`src/verilog/sepi_regs.vh`:
```
`ifndef SEPI_REGS_VH
`define SEPI_REGS_VH

`define SEPI_CLK_PERIOD_NS      25
`define SEPI_PROG_TIME_NS       5000000
`define SEPI_PROG_CYCLES        (`SEPI_PROG_TIME_NS / `SEPI_CLK_PERIOD_NS)
`define SEPI_PWRUP_TIME_NS      1000000
`define SEPI_PWRUP_CYCLES       ((`SEPI_PWRUP_TIME_NS + `SEPI_CLK_PERIOD_NS - 1) / `SEPI_CLK_PERIOD_NS)

`define SEPI_OP_WREN            8'h06
`define SEPI_OP_WRDI            8'h04
`define SEPI_OP_STATUS_READ_CMD 8'h05
`define SEPI_OP_WRSR            8'h01
`define SEPI_OP_READ            8'h03
`define SEPI_OP_WRITE           8'h02
`define SEPI_OP_A8_MASK         8'hf7

`define SEPI_SR_RDY_BIT         0
`define SEPI_SR_WEL_BIT         1
`define SEPI_SR_BP0_BIT         2
`define SEPI_SR_BP1_BIT         3
`define SEPI_SR_FIXED           4'hf

`define SEPI_FIFO_DEPTH         32
`define SEPI_FIFO_AW            5
`define SEPI_PAGE_BYTES         16
`define SEPI_MEM_WORDS          512
`define SEPI_MEM_AW             9

`endif
```
`src/verilog/sepi_core.v`:
```
// Functional notes
// - Serial input is sampled on each rising serial clock edge while selected, in both clock modes.
// - Serial output changes only on falling serial clock edges while sending.
// - The serial output is high impedance whenever chip select is high.
// - Chip select high means standby, except that a running program cycle carries on to the end.
// - Writes to array and status are allowed only while write protect is high.
// - Hold low suspends the transfer, hold high resumes it from the same bit.
// - The program cycle started by chip select rising after a valid write finishes within 5 ms.
// - All host communication is timed from the host serial clock alone; the core finds its edges by sampling the pins on core_clk_in.
// - Only the six defined 8-bit instructions are acted on; other codes are ignored.
// - The busy status bit reads 1 throughout a program cycle and 0 when ready.
// - During a program cycle every instruction except status read is ignored.
// - Write protect falling while selected aborts a pending status write; after programming starts it has no effect.
`timescale 1ns/1ps
`default_nettype none
`include "sepi_regs.vh"
module sepi_core #(
  parameter PROG_CYCLES  = `SEPI_PROG_CYCLES,
  parameter PWRUP_CYCLES = `SEPI_PWRUP_CYCLES
) (
  input  wire       core_clk_in,
  input  wire       reset_in,
  input  wire       cs_n_in,
  input  wire       sck_in,
  input  wire       si_in,
  input  wire       wp_n_in,
  input  wire       hold_n_in,
  output reg        so_out,
  output reg        so_oe_out,
  output reg  [7:0] opcode_out,
  output reg  [8:0] addr_out,
  output reg        cmd_valid_out,
  output reg        busy_out,
  output reg        ready_out
);
  localparam ST_IDLE = 3'd0;
  localparam ST_OP   = 3'd1;
  localparam ST_ADDR = 3'd2;
  localparam ST_WDAT = 3'd3;
  localparam ST_RDAT = 3'd4;
  localparam ST_SDAT = 3'd5;
  localparam ST_SKIP = 3'd6;

  function [2:0] op_class;
    input [7:0] op;
    begin
      if (op == `SEPI_OP_WREN)                           op_class = 3'd1;
      else if (op == `SEPI_OP_WRDI)                      op_class = 3'd2;
      else if (op == `SEPI_OP_STATUS_READ_CMD)           op_class = 3'd3;
      else if (op == `SEPI_OP_WRSR)                      op_class = 3'd4;
      else if ((op & `SEPI_OP_A8_MASK) == `SEPI_OP_READ)  op_class = 3'd5;
      else if ((op & `SEPI_OP_A8_MASK) == `SEPI_OP_WRITE) op_class = 3'd6;
      else                                               op_class = 3'd0;
    end
  endfunction

  // Two-flop synchronisers; stage one feeds only stage two
  reg [4:0] sync1_reg;
  reg [4:0] sync2_reg;
  reg       sck_d_reg;
  reg       cs_d_reg;
  reg       wp_d_reg;
  always @(posedge core_clk_in or posedge reset_in) begin
    if (reset_in) begin
      sync1_reg <= 5'h1d;
      sync2_reg <= 5'h1d;
      sck_d_reg <= 1'b0;
      cs_d_reg  <= 1'b1;
      wp_d_reg  <= 1'b1;
    end else begin
      sync1_reg <= {hold_n_in, wp_n_in, si_in, sck_in, cs_n_in};
      sync2_reg <= sync1_reg;
      sck_d_reg <= sync2_reg[1];
      cs_d_reg  <= sync2_reg[0];
      wp_d_reg  <= sync2_reg[3];
    end
  end
  wire cs_n   = sync2_reg[0];
  wire sck    = sync2_reg[1];
  wire si     = sync2_reg[2];
  wire wp_n   = sync2_reg[3];
  wire hold_n = sync2_reg[4];
  wire active = ~cs_n & hold_n;
  wire sck_rise = active & sck & ~sck_d_reg;
  wire sck_fall = active & ~sck & sck_d_reg;
  wire cs_rise  = cs_n & ~cs_d_reg;
  wire cs_fall  = ~cs_n & cs_d_reg;

  reg [2:0]  state_reg;
  reg [2:0]  cls_reg;
  reg [7:0]  shift_reg;
  reg [2:0]  bit_reg;
  reg [7:0]  tx_reg;
  reg        wel_reg;
  reg [1:0]  bp_reg;
  reg [1:0]  bp_pend_reg;
  reg        sr_pend_reg;
  reg        arr_pend_reg;
  reg [8:0]  page_base_reg;
  reg [3:0]  page_cnt_reg;
  reg [22:0] prog_cnt_reg;
  reg [15:0] pwr_cnt_reg;
  reg        prog_reg;
  reg        rd_next_reg;
  reg        rd_load_reg;

  wire [7:0] status = {`SEPI_SR_FIXED, bp_reg, wel_reg, prog_reg};
  wire [7:0] shift_next = {shift_reg[6:0], si};
  wire       byte_done = sck_rise && (bit_reg == 3'd7);

  // Block protection: protected region from the top of the array
  function is_protected;
    input [1:0] bp;
    input [8:0] a;
    begin
      case (bp)
        2'd1:    is_protected = (a[8:7] == 2'b11);
        2'd2:    is_protected = a[8];
        2'd3:    is_protected = 1'b1;
        default: is_protected = 1'b0;
      endcase
    end
  endfunction

  // Page data buffer in the FIFO; drained into the array while programming
  wire       fifo_in_ready;
  wire [7:0] fifo_rd_data;
  wire       fifo_rd_valid;
  wire       drain = prog_reg & arr_pend_reg;
  wire [7:0] mem_rd_data;
  reg  [8:0] wr_addr_reg;
  wire       fifo_push = byte_done && (state_reg == ST_WDAT) && (page_cnt_reg != 4'hf || 1'b1);
  sepi_fifo #(
    .WIDTH(8),
    .DEPTH(`SEPI_FIFO_DEPTH),
    .AW   (`SEPI_FIFO_AW)
  ) u_fifo (
    .clk_in      (core_clk_in),
    .reset_in    (reset_in),
    .wr_data_in  (shift_next),
    .wr_valid_in (fifo_push & fifo_in_ready),
    .wr_ready_out(fifo_in_ready),
    .rd_data_out (fifo_rd_data),
    .rd_valid_out(fifo_rd_valid),
    .rd_ready_in (drain),
    .flush_in    (cs_fall & ~prog_reg)
  );
  sepi_mem #(
    .AW(`SEPI_MEM_AW)
  ) u_mem (
    .clk_in     (core_clk_in),
    .wr_en_in   (drain & fifo_rd_valid),
    .wr_addr_in (wr_addr_reg),
    .wr_data_in (fifo_rd_data),
    .rd_addr_in (addr_out),
    .rd_data_out(mem_rd_data)
  );

  always @(posedge core_clk_in or posedge reset_in) begin
    if (reset_in) begin
      state_reg     <= ST_IDLE;
      cls_reg       <= 3'd0;
      shift_reg     <= 8'h00;
      bit_reg       <= 3'd0;
      tx_reg        <= 8'h00;
      wel_reg       <= 1'b0;
      bp_reg        <= 2'b00;
      bp_pend_reg   <= 2'b00;
      sr_pend_reg   <= 1'b0;
      arr_pend_reg  <= 1'b0;
      page_base_reg <= 9'h000;
      page_cnt_reg  <= 4'h0;
      prog_cnt_reg  <= 23'h000000;
      pwr_cnt_reg   <= 16'h0000;
      prog_reg      <= 1'b0;
      rd_next_reg   <= 1'b0;
      rd_load_reg   <= 1'b0;
      wr_addr_reg   <= 9'h000;
      so_out        <= 1'b0;
      so_oe_out     <= 1'b0;
      opcode_out    <= 8'h00;
      addr_out      <= 9'h000;
      cmd_valid_out <= 1'b0;
      busy_out      <= 1'b0;
      ready_out     <= 1'b0;
    end else begin
      cmd_valid_out <= 1'b0;
      busy_out      <= prog_reg;
      // Power-up guard only gates the ready flag; the host owns the wait
      if (pwr_cnt_reg != PWRUP_CYCLES[15:0]) begin
        pwr_cnt_reg <= pwr_cnt_reg + 16'h0001;
      end
      ready_out <= (pwr_cnt_reg == PWRUP_CYCLES[15:0]) & ~prog_reg;
      so_oe_out <= active & ((state_reg == ST_RDAT) | (state_reg == ST_SDAT));
      // Self-timed programming continues regardless of chip select
      if (prog_reg) begin
        if (fifo_rd_valid) begin
          wr_addr_reg <= page_base_reg | {5'h00, wr_addr_reg[3:0] + 4'h1};
        end
        if (prog_cnt_reg == PROG_CYCLES[22:0] - 23'h000001) begin
          prog_reg     <= 1'b0;
          arr_pend_reg <= 1'b0;
          wel_reg      <= 1'b0;
          if (sr_pend_reg) begin
            bp_reg <= bp_pend_reg;
          end
          sr_pend_reg <= 1'b0;
        end else begin
          prog_cnt_reg <= prog_cnt_reg + 23'h000001;
        end
      end
      if (cs_fall) begin
        state_reg   <= ST_OP;
        bit_reg     <= 3'd0;
        if (~prog_reg) begin
          sr_pend_reg  <= 1'b0;
          arr_pend_reg <= 1'b0;
        end
      end else if (cs_rise) begin
        state_reg <= ST_IDLE;
        if (cls_reg == 3'd1) begin
          wel_reg <= 1'b1;
        end else if (cls_reg == 3'd2) begin
          wel_reg <= 1'b0;
        end
        if (~prog_reg && (sr_pend_reg || arr_pend_reg) && bit_reg == 3'd0) begin
          prog_reg     <= 1'b1;
          prog_cnt_reg <= 23'h000000;
          wr_addr_reg  <= addr_out;
        end
        cls_reg <= 3'd0;
      end else if (~cs_n && wp_d_reg && ~wp_n && ~prog_reg) begin
        sr_pend_reg <= 1'b0;
      end
      if (sck_fall) begin
        so_out <= tx_reg[7];
        tx_reg <= {tx_reg[6:0], 1'b0};
      end
      if (sck_rise && ~cs_fall) begin
        shift_reg <= shift_next;
        bit_reg   <= bit_reg + 3'd1;
      end
      // Array data lags the new address by one clock, so load one clock later
      rd_load_reg <= rd_next_reg;
      if (rd_load_reg) begin
        tx_reg <= mem_rd_data;
      end
      if (rd_next_reg) begin
        rd_next_reg <= 1'b0;
      end
      if (byte_done && ~cs_fall) begin
        case (state_reg)
          ST_OP: begin
            opcode_out    <= shift_next;
            cmd_valid_out <= 1'b1;
            cls_reg       <= 3'd0;
            if (prog_reg && op_class(shift_next) != 3'd3) begin
              state_reg <= ST_SKIP;
            end else begin
              case (op_class(shift_next))
                3'd1, 3'd2: begin
                  cls_reg   <= op_class(shift_next);
                  state_reg <= ST_SKIP;
                end
                3'd3: begin
                  tx_reg    <= status;
                  state_reg <= ST_SDAT;
                end
                3'd4: begin
                  cls_reg   <= 3'd4;
                  state_reg <= ST_WDAT;
                end
                3'd5, 3'd6: begin
                  cls_reg     <= op_class(shift_next);
                  addr_out[8] <= shift_next[3];
                  state_reg   <= ST_ADDR;
                end
                default: state_reg <= ST_SKIP;
              endcase
            end
          end
          ST_ADDR: begin
            addr_out[7:0] <= shift_next;
            page_base_reg <= {addr_out[8], shift_next[7:4], 4'h0};
            page_cnt_reg  <= 4'h0;
            if (cls_reg == 3'd5) begin
              state_reg   <= ST_RDAT;
              rd_next_reg <= 1'b1;
            end else begin
              state_reg <= ST_WDAT;
            end
          end
          ST_WDAT: begin
            if (cls_reg == 3'd4) begin
              bp_pend_reg <= shift_next[`SEPI_SR_BP1_BIT:`SEPI_SR_BP0_BIT];
              sr_pend_reg <= wel_reg & wp_n;
              state_reg   <= ST_SKIP;
            end else begin
              arr_pend_reg <= wel_reg & wp_n & ~is_protected(bp_reg, addr_out);
              page_cnt_reg <= page_cnt_reg + 4'h1;
            end
          end
          ST_RDAT: begin
            addr_out    <= addr_out + 9'h001;
            rd_next_reg <= 1'b1;
          end
          ST_SDAT: tx_reg <= status;
          ST_SKIP: state_reg <= ST_SKIP;
          default: state_reg <= ST_IDLE;
        endcase
      end
    end
  end
endmodule // sepi_core
`default_nettype wire

```
`src/verilog/sepi_fifo.v`:
```
`timescale 1ns/1ps
`default_nettype none
module sepi_fifo #(
  parameter WIDTH = 8,
  parameter DEPTH = 32,
  parameter AW    = 5
) (
  input  wire             clk_in,
  input  wire             reset_in,
  input  wire [WIDTH-1:0] wr_data_in,
  input  wire             wr_valid_in,
  output wire             wr_ready_out,
  output reg  [WIDTH-1:0] rd_data_out,
  output reg              rd_valid_out,
  input  wire             rd_ready_in,
  input  wire             flush_in
);
  reg [WIDTH-1:0] mem_reg [0:DEPTH-1];
  reg [AW:0]      wr_ptr_reg;
  reg [AW:0]      rd_ptr_reg;
  wire            full;
  wire            empty;
  wire            pop;
  assign full  = (wr_ptr_reg[AW] != rd_ptr_reg[AW]) && (wr_ptr_reg[AW-1:0] == rd_ptr_reg[AW-1:0]);
  assign empty = (wr_ptr_reg == rd_ptr_reg);
  assign wr_ready_out = ~full;
  // Output register refills whenever it is free or being taken
  assign pop = ~empty && (~rd_valid_out || rd_ready_in);
  always @(posedge clk_in) begin
    if (wr_valid_in && ~full) begin
      mem_reg[wr_ptr_reg[AW-1:0]] <= wr_data_in;
    end
  end
  always @(posedge clk_in or posedge reset_in) begin
    if (reset_in) begin
      wr_ptr_reg   <= {(AW+1){1'b0}};
      rd_ptr_reg   <= {(AW+1){1'b0}};
      rd_data_out  <= {WIDTH{1'b0}};
      rd_valid_out <= 1'b0;
    end else if (flush_in) begin
      wr_ptr_reg   <= {(AW+1){1'b0}};
      rd_ptr_reg   <= {(AW+1){1'b0}};
      rd_valid_out <= 1'b0;
    end else begin
      if (wr_valid_in && ~full) begin
        wr_ptr_reg <= wr_ptr_reg + 1'b1;
      end
      if (pop) begin
        rd_data_out  <= mem_reg[rd_ptr_reg[AW-1:0]];
        rd_valid_out <= 1'b1;
        rd_ptr_reg   <= rd_ptr_reg + 1'b1;
      end else if (rd_ready_in) begin
        rd_valid_out <= 1'b0;
      end
    end
  end
endmodule // sepi_fifo
`default_nettype wire

```
`src/verilog/sepi_mem.v`:
```
`timescale 1ns/1ps
`default_nettype none
module sepi_mem #(
  parameter AW = 9
) (
  input  wire          clk_in,
  input  wire          wr_en_in,
  input  wire [AW-1:0] wr_addr_in,
  input  wire [7:0]    wr_data_in,
  input  wire [AW-1:0] rd_addr_in,
  output reg  [7:0]    rd_data_out
);
  reg [7:0] array_reg [0:(1<<AW)-1];
  always @(posedge clk_in) begin
    if (wr_en_in) begin
      array_reg[wr_addr_in] <= wr_data_in;
    end
    rd_data_out <= array_reg[rd_addr_in];
  end
endmodule // sepi_mem
`default_nettype wire

```
`config.mk`:
```
export PLATFORM = sky130hd
export DESIGN_NAME = sepi_core
export DESIGN_NICKNAME = d
export VERILOG_FILES = /design/src/verilog/sepi_core.v /design/src/verilog/sepi_fifo.v /design/src/verilog/sepi_mem.v
export VERILOG_INCLUDE_DIRS = /design/src /design/src/verilog
export SDC_FILE = /design/constraint.sdc
export NUM_CORES = 2
export LEC_CHECK = 0
export BUFFER_PORTS_ARGS = -buffer_cell sky130_fd_sc_hd__buf_2
export CAP_MARGIN = 25
export CORE_ASPECT_RATIO = 1.75
export CORE_UTILIZATION = 59
export DETAILED_ROUTE_END_ITERATION = 12
export PLACE_DENSITY = 0.75
export SETUP_SLACK_MARGIN = 0.15
export SLEW_MARGIN = 15
export SYNTH_ARGS = -nofsm -noshare
export SYNTH_HDL_FRONTEND = slang
export SYNTH_MEMORY_MAX_BITS = 65536
export SYNTH_SLANG_ARGS = --single-unit
```
`constraint.sdc`:
```
create_clock -name core_clk_in -period 9 [get_ports core_clk_in]
set_input_delay 1.8 -clock core_clk_in [delete_from_list [all_inputs] [get_ports core_clk_in]]
set_output_delay 1.8 -clock core_clk_in [all_outputs]
set_load 0.1 [all_outputs]
```
======== Word level (Yosys, flattened, before mapping) ========
Memories as Yosys holds them, arrays and structs flattened. A register that Yosys moved wholly into a read port is not among the register bits.
Cells that the tools add are included.
word-level totals
  register bits after elaboration ......... 135
  output and inout bits ................... 22
  RAM bits ................................ 4352
  memories ................................ 2
  bits of input ports ..................... 7
memories
  memory           words  bits a word  read ports  clocked after memory_dff  write ports  RTL line        source
  u_mem.array_reg  512    8            1           1                         1            sepi_mem.v:13   reg [7:0] array_reg [0:(1<<AW)-1];
  u_fifo.mem_reg   32     8            1           1                         1            sepi_fifo.v:18  reg [WIDTH-1:0] mem_reg [0:DEPTH-1];
operators by class
  eq/ne operators ......................... 36
  $add $sub $neg .......................... 7
  reduce and logical (&&, ||, !) cells .... 32
  bitwise logic cells ..................... 29
  multiplexer cells ....................... 94
operator list
  cell                                             number
  2-to-1 mux 23 bit                                5
  2-to-1 mux 3 bit                                 24
  2-to-1 mux 9 bit                                 5
  2-to-1 mux 1 bit                                 43
  2-to-1 mux 8 bit                                 5
  case mux 8 bit (2 select lines)                  2
  == test 3 bit, second input constant             9
  == test 8 x 3 -> 1 bit, second input constant    3
  2-to-1 mux 6 bit                                 4
  adder 23 x 1 -> 23 bit, second input constant    1
  == test 23 x 18 -> 1 bit, second input constant  1
  adder 16 x 1 -> 16 bit, second input constant    1
  == test 16 bit, second input constant            1
  inequality test 16 bit, second input constant    1
  bitwise AND 1 bit                                15
  == test 3 x 2 -> 1 bit, second input constant    5
  case mux 3 bit (5 select lines)                  1
  == test 7 x 2 -> 1 bit, second input constant    2
  logical AND 1 bit                                13
  adder 6 x 1 -> 6 bit, second input constant      2
  inverter 1 bit                                   12
  nonzero test 2 bit                               5
  adder 9 x 1 -> 9 bit, second input constant      1
  == test 3 x 1 -> 1 bit, second input constant    3
  other kinds (25)                                 34

======== Logic depth before layout (Yosys ltp) ========
  depth in word-level cells ............... 20
  gate-level depth with buffers ........... 16
  mapped depth without buffers ............ 9

======== Hierarchy ========
From an unflattened synthesis, not the netlist that was laid out.
second synthesis, totals
  cells, all modules ...................... 9152
  area total of the unflattened synthesis .. 176895.9 µm²
modules (own cells, without submodules)
  module     area each (µm²)  cells an instance  times used  seq. area each (µm²)
  sepi_mem   159927.1         8030               1           123158.1
  sepi_fifo  11143.2          571                1           8212.9
  sepi_core  5825.6           551                1           3065.4

======== Worst setup path after synthesis ========
Ideal clock, no wire load.
  path type ............................... register to register
  start point ............................. reg u_fifo.rd_data_out[0], read port of u_fifo.mem_reg
  end point ............................... mem u_mem.array_reg[0][0], data pin
  required time ........................... 7.595 ns
  buffers on the path ..................... 0
  arrival ................................. 6.065 ns
  stages on the path, launching flop included .. 1
  path slack .............................. 1.531 ns
  clock period less this slack ............ 7.469 ns
  path through ............................ dfrtp_1
RTL lines
  what                RTL line        source
  start: declaration  sepi_fifo.v:13  output reg [WIDTH-1:0] rd_data_out,
  end: declaration    sepi_mem.v:13
Straight into the memory's write port.

==> results.json <==
{
  "run_status": "complete, no violations",
  "drt_iter0_drc": 11900,
  "detailed_route_via_count": 87000,
  "detail_route.drc_violations": 0,
  "max_cap_violations": 0,
  "avgViaCountPerCell": 6.94,
  "yosys_warnings": 0,
  "timing_worst_setup_path_type": "register to register",
  "fin_tns_setup_ns": 0,
  "cts_tree": "yes",
  "area_growth_pct": 9.25,
  "groute.usage.overall_pct": 30.1,
  "met2_length_um": 229000,
  "cellPowerDensity_mw_per_mm2": 204,
  "p_leak_nw": 68.6,
  "clkSlewWorstSetupHoldPaths_ns": 0.07,
  "dp.final_hpwl_um": 274000,
  "1st_pass_router_iterations": 10,
  "cts.hold.buffers_added": 0,
  "largest_reg_flops": 4096,
  "final_layout_size_suffix_gt1_share_pct": 22.7,
  "synth_area_mm2": 0.176,
  "switching_power_mw": 7.46,
  "cp_max_fo": 36,
  "syn_area_per_cell_um2": 21.2,
  "synth.lib_cells_used.distinct": 74,
  "post_cts.resized_instances": 0,
  "floorplan.core_area_mm2": 0.296,
  "insertion_delay_ns": 0.94,
  "critPathLaunchType": "register",
  "design.final.nets": 8399,
  "grt_pass1_wl_um": 642000,
  "cp.required_ns": 9.83,
  "finalHoldViolCount": 0,
  "routed_wl_um": 450000,
  "worstSetupEndpointType": "register",
  "cts_max_path_buffers": 4,
  "port_buffers": 28,
  "clockRootBuffer": "sky130_fd_sc_hd__clkbuf_16",
  "mostFrequentLayoutCells": "sky130_fd_sc_hd__edfxtp_1, sky130_fd_sc_hd__mux4_2, sky130_fd_sc_hd__nor2_1, sky130_fd_sc_hd__clkbuf_16, sky130_fd_sc_hd__mux2i_1",
  "wl_met3_um": 39500,
  "dieWidth_um": 414,
  "synth_edf_count": 4352,
  "ys_seq_elements": 4503,
  "sequential_to_total_area_share_from_yosys_stat_pct": 76.6,
  "avgRoutedWirePerCell_um": 35.9,
  "netlist_instances": 8289,
  "rsz0062_at_grt": "no",
  "initial_util_pct": 59.4,
  "final-setup-viol-count": 0,
  "maxSlewHeadroom_pct": 4.45,
  "layout_min_cycle_time_ns": 5.28,
  "max_freq_ghz": 0.189,
  "swShare_pct": 19.1,
  "worst_slew_pin_slew_ns": 1.43,
  "global_route.overflow_total": 0,
  "share_comb_of_total_power_pct": 0.3,
  "internal_power_mw": 31.6,
  "gpl.final_weighted_congestion": 0.953,
  "top_layer_reached_by_signal_wires": "met5",
  "postRouteAntennaNets": 0,
  "grt_max_degree": 251,
  "floorplan.die_area_mm2": 0.300,
  "ir_worst_vdd_mv": 0.156,
  "mappedNetlistNets": 8312,
  "timing.critical_path.arrival_ns": 6.11,
  "flip_flop_cell_with_the_highest_count_after_synthesis": "sky130_fd_sc_hd__edfxtp_1",
  "die_y_um": 724,
  "detail_route.wirelength.met1_um": 143000,
  "final-max-slew-violation-count": 0,
  "numCtsBuffers": 369,
  "clockPowerShare_pct": 41.7,
  "htree_num_levels": 5,
  "hold_path_class": "register to register",
  "number_of_antenna_violations_at_the_first_check_in_global_routing": 14,
  "most_common_cell_after_layout_fill_and_taps_aside": "sky130_fd_sc_hd__edfxtp_1",
  "power.total_mw": 39.1,
  "number_of_global_route_vias_before_repair": 89000,
  "floorplan.rows": 264,
  "p_seq_share_pct": 58.0,
  "cts_setup_buffers": 0,
  "fin_crit_sh_pct": 58.6,
  "fin_worst_skew_ns": 0.0543,
  "clock-sinks": 4503,
  "synth-async-reset-ratio_pct": 3.18,
  "ioPinCount": 29
}
Yosys cell counts (all sizes together) (17+ instances only):
cell / count / share of area [%]
o22ai: 70 / 0.25
xor2: 29 / 0.14
o21ai: 75 / 0.21
dfrtp: 133 / 1.9
edfxtp: 4352 / 74
mux2i: 244 / 1.4
nor2b: 27 / 0.096
a31oi: 34 / 0.12
nand3: 91 / 0.26
a221oi: 21 / 0.10
o211ai: 24 / 0.10
nor4: 27 / 0.096
mux2: 43 / 0.28
nand2: 210 / 0.45
o221ai: 37 / 0.18
xnor2: 24 / 0.12
a22oi: 83 / 0.35
mux4: 1128 / 15
and3: 19 / 0.068
clkbuf: 207 / 0.45
nor2: 686 / 1.5
nor3: 39 / 0.11
inv: 28 / 0.060
a211oi: 23 / 0.098
a2111oi: 17 / 0.085
a21oi: 95 / 0.27
buf: 285 / 1.2
nand4: 40 / 0.14
and2: 23 / 0.083
power by group through the flow:
| stage | combinational (mW) | sequential [mW] | clock [mW] |
|---|---|---|---|
| floorplan | 0.0455 | 23.1 | 0 |
| global placement | 0.104 | 23.1 | 0 |
| detailed placement | 0.110 | 23.1 | 0 |
| CTS | 0.112 | 22.7 | 16.4 |
| global route | 0.122 | 22.7 | 17.1 |
| finish | 0.114 | 22.7 | 16.3 |
critical path, stage by stage, from the launching register on:
cell                        delay, ns
sky130_fd_sc_hd__dfrtp_4         0.96
sky130_fd_sc_hd__buf_4           0.52
sky130_fd_sc_hd__and2_1          0.70
sky130_fd_sc_hd__buf_4           0.42
sky130_fd_sc_hd__nand2_1         0.26
sky130_fd_sc_hd__buf_4           0.33
sky130_fd_sc_hd__o211ai_1        0.24
sky130_fd_sc_hd__or3_1           0.18
sky130_fd_sc_hd__or4b_1          0.60
sky130_fd_sc_hd__or4_1           0.58
sky130_fd_sc_hd__a2bb2oi_1       0.17
sky130_fd_sc_hd__and2_1          0.18
logic make-up after synthesis:
logic type / share of synthesized area, %
AO/OA/AOI/OAI: 2.02
XOR/XNOR: 0.264
adder cells (fa/ha/maj): 0.120
buffers and inverters: 1.68
flip-flops: 76.6
multiplexers: 16.2
AND/OR/NAND/NOR: 3.17
stage by stage:
stage / instances / area (µm²) / util, % / hold WS (ns) / setup slack (ns)
after global routing: 12500 / 192000 / 64.9 / 0.357 / 3.70
final: 12500 / 192000 / 64.9 / 0.352 / 3.72
after global placement: 11800 / 179000 / 60.7 / 0.343 / 3.81
after CTS: 12500 / 192000 / 64.8 / 0.357 / 3.85
after floorplan: 8289 / 176000 / - / 0.331 / 1.53
after detailed placement: 11800 / 180000 / 60.7 / 0.340 / 3.94
worst paths after layout:
kind	startpoint	endpoint	slack [ns]	depth (start not counted)
worst max-delay path	addr_out[3]	u_mem.rd_data_out[2]	3.72	11
worst min-delay path	sync1_reg[1]	sync2_reg[1]	0.35	0
worst max register to register	addr_out[3]	u_mem.rd_data_out[2]	3.72	11
worst min register to register	sync1_reg[1]	sync2_reg[1]	0.35	0
max in group asynchronous	reset_in	u_fifo.rd_data_out[7]	6.92	4
min in group asynchronous	reset_in	wel_reg	0.97	2
routing by layer:
| layer | up-vias | GRT usage (%) |
|---|---|---|
| met3 | 1380 | 5.46 |
| li1 | 34500 | - |
| met5 | - | 0 |
| met1 | 45700 | 34.7 |
| met4 | 4 | 21.5 |
| met2 | 5321 | 51.0 |
layout make-up:
class,instances,area [µm²]
fillers,18400,104000
flip-flops and latches,4503,134000
diodes,10,25.0
repair buffers,209,1940
multi-input cells,3265,38400
clock buffers,451,9790
clock inverters,215,2190
inverters,28,123
well taps,3857,4830
Note: power is estimated with default switching activity, not from simulation.
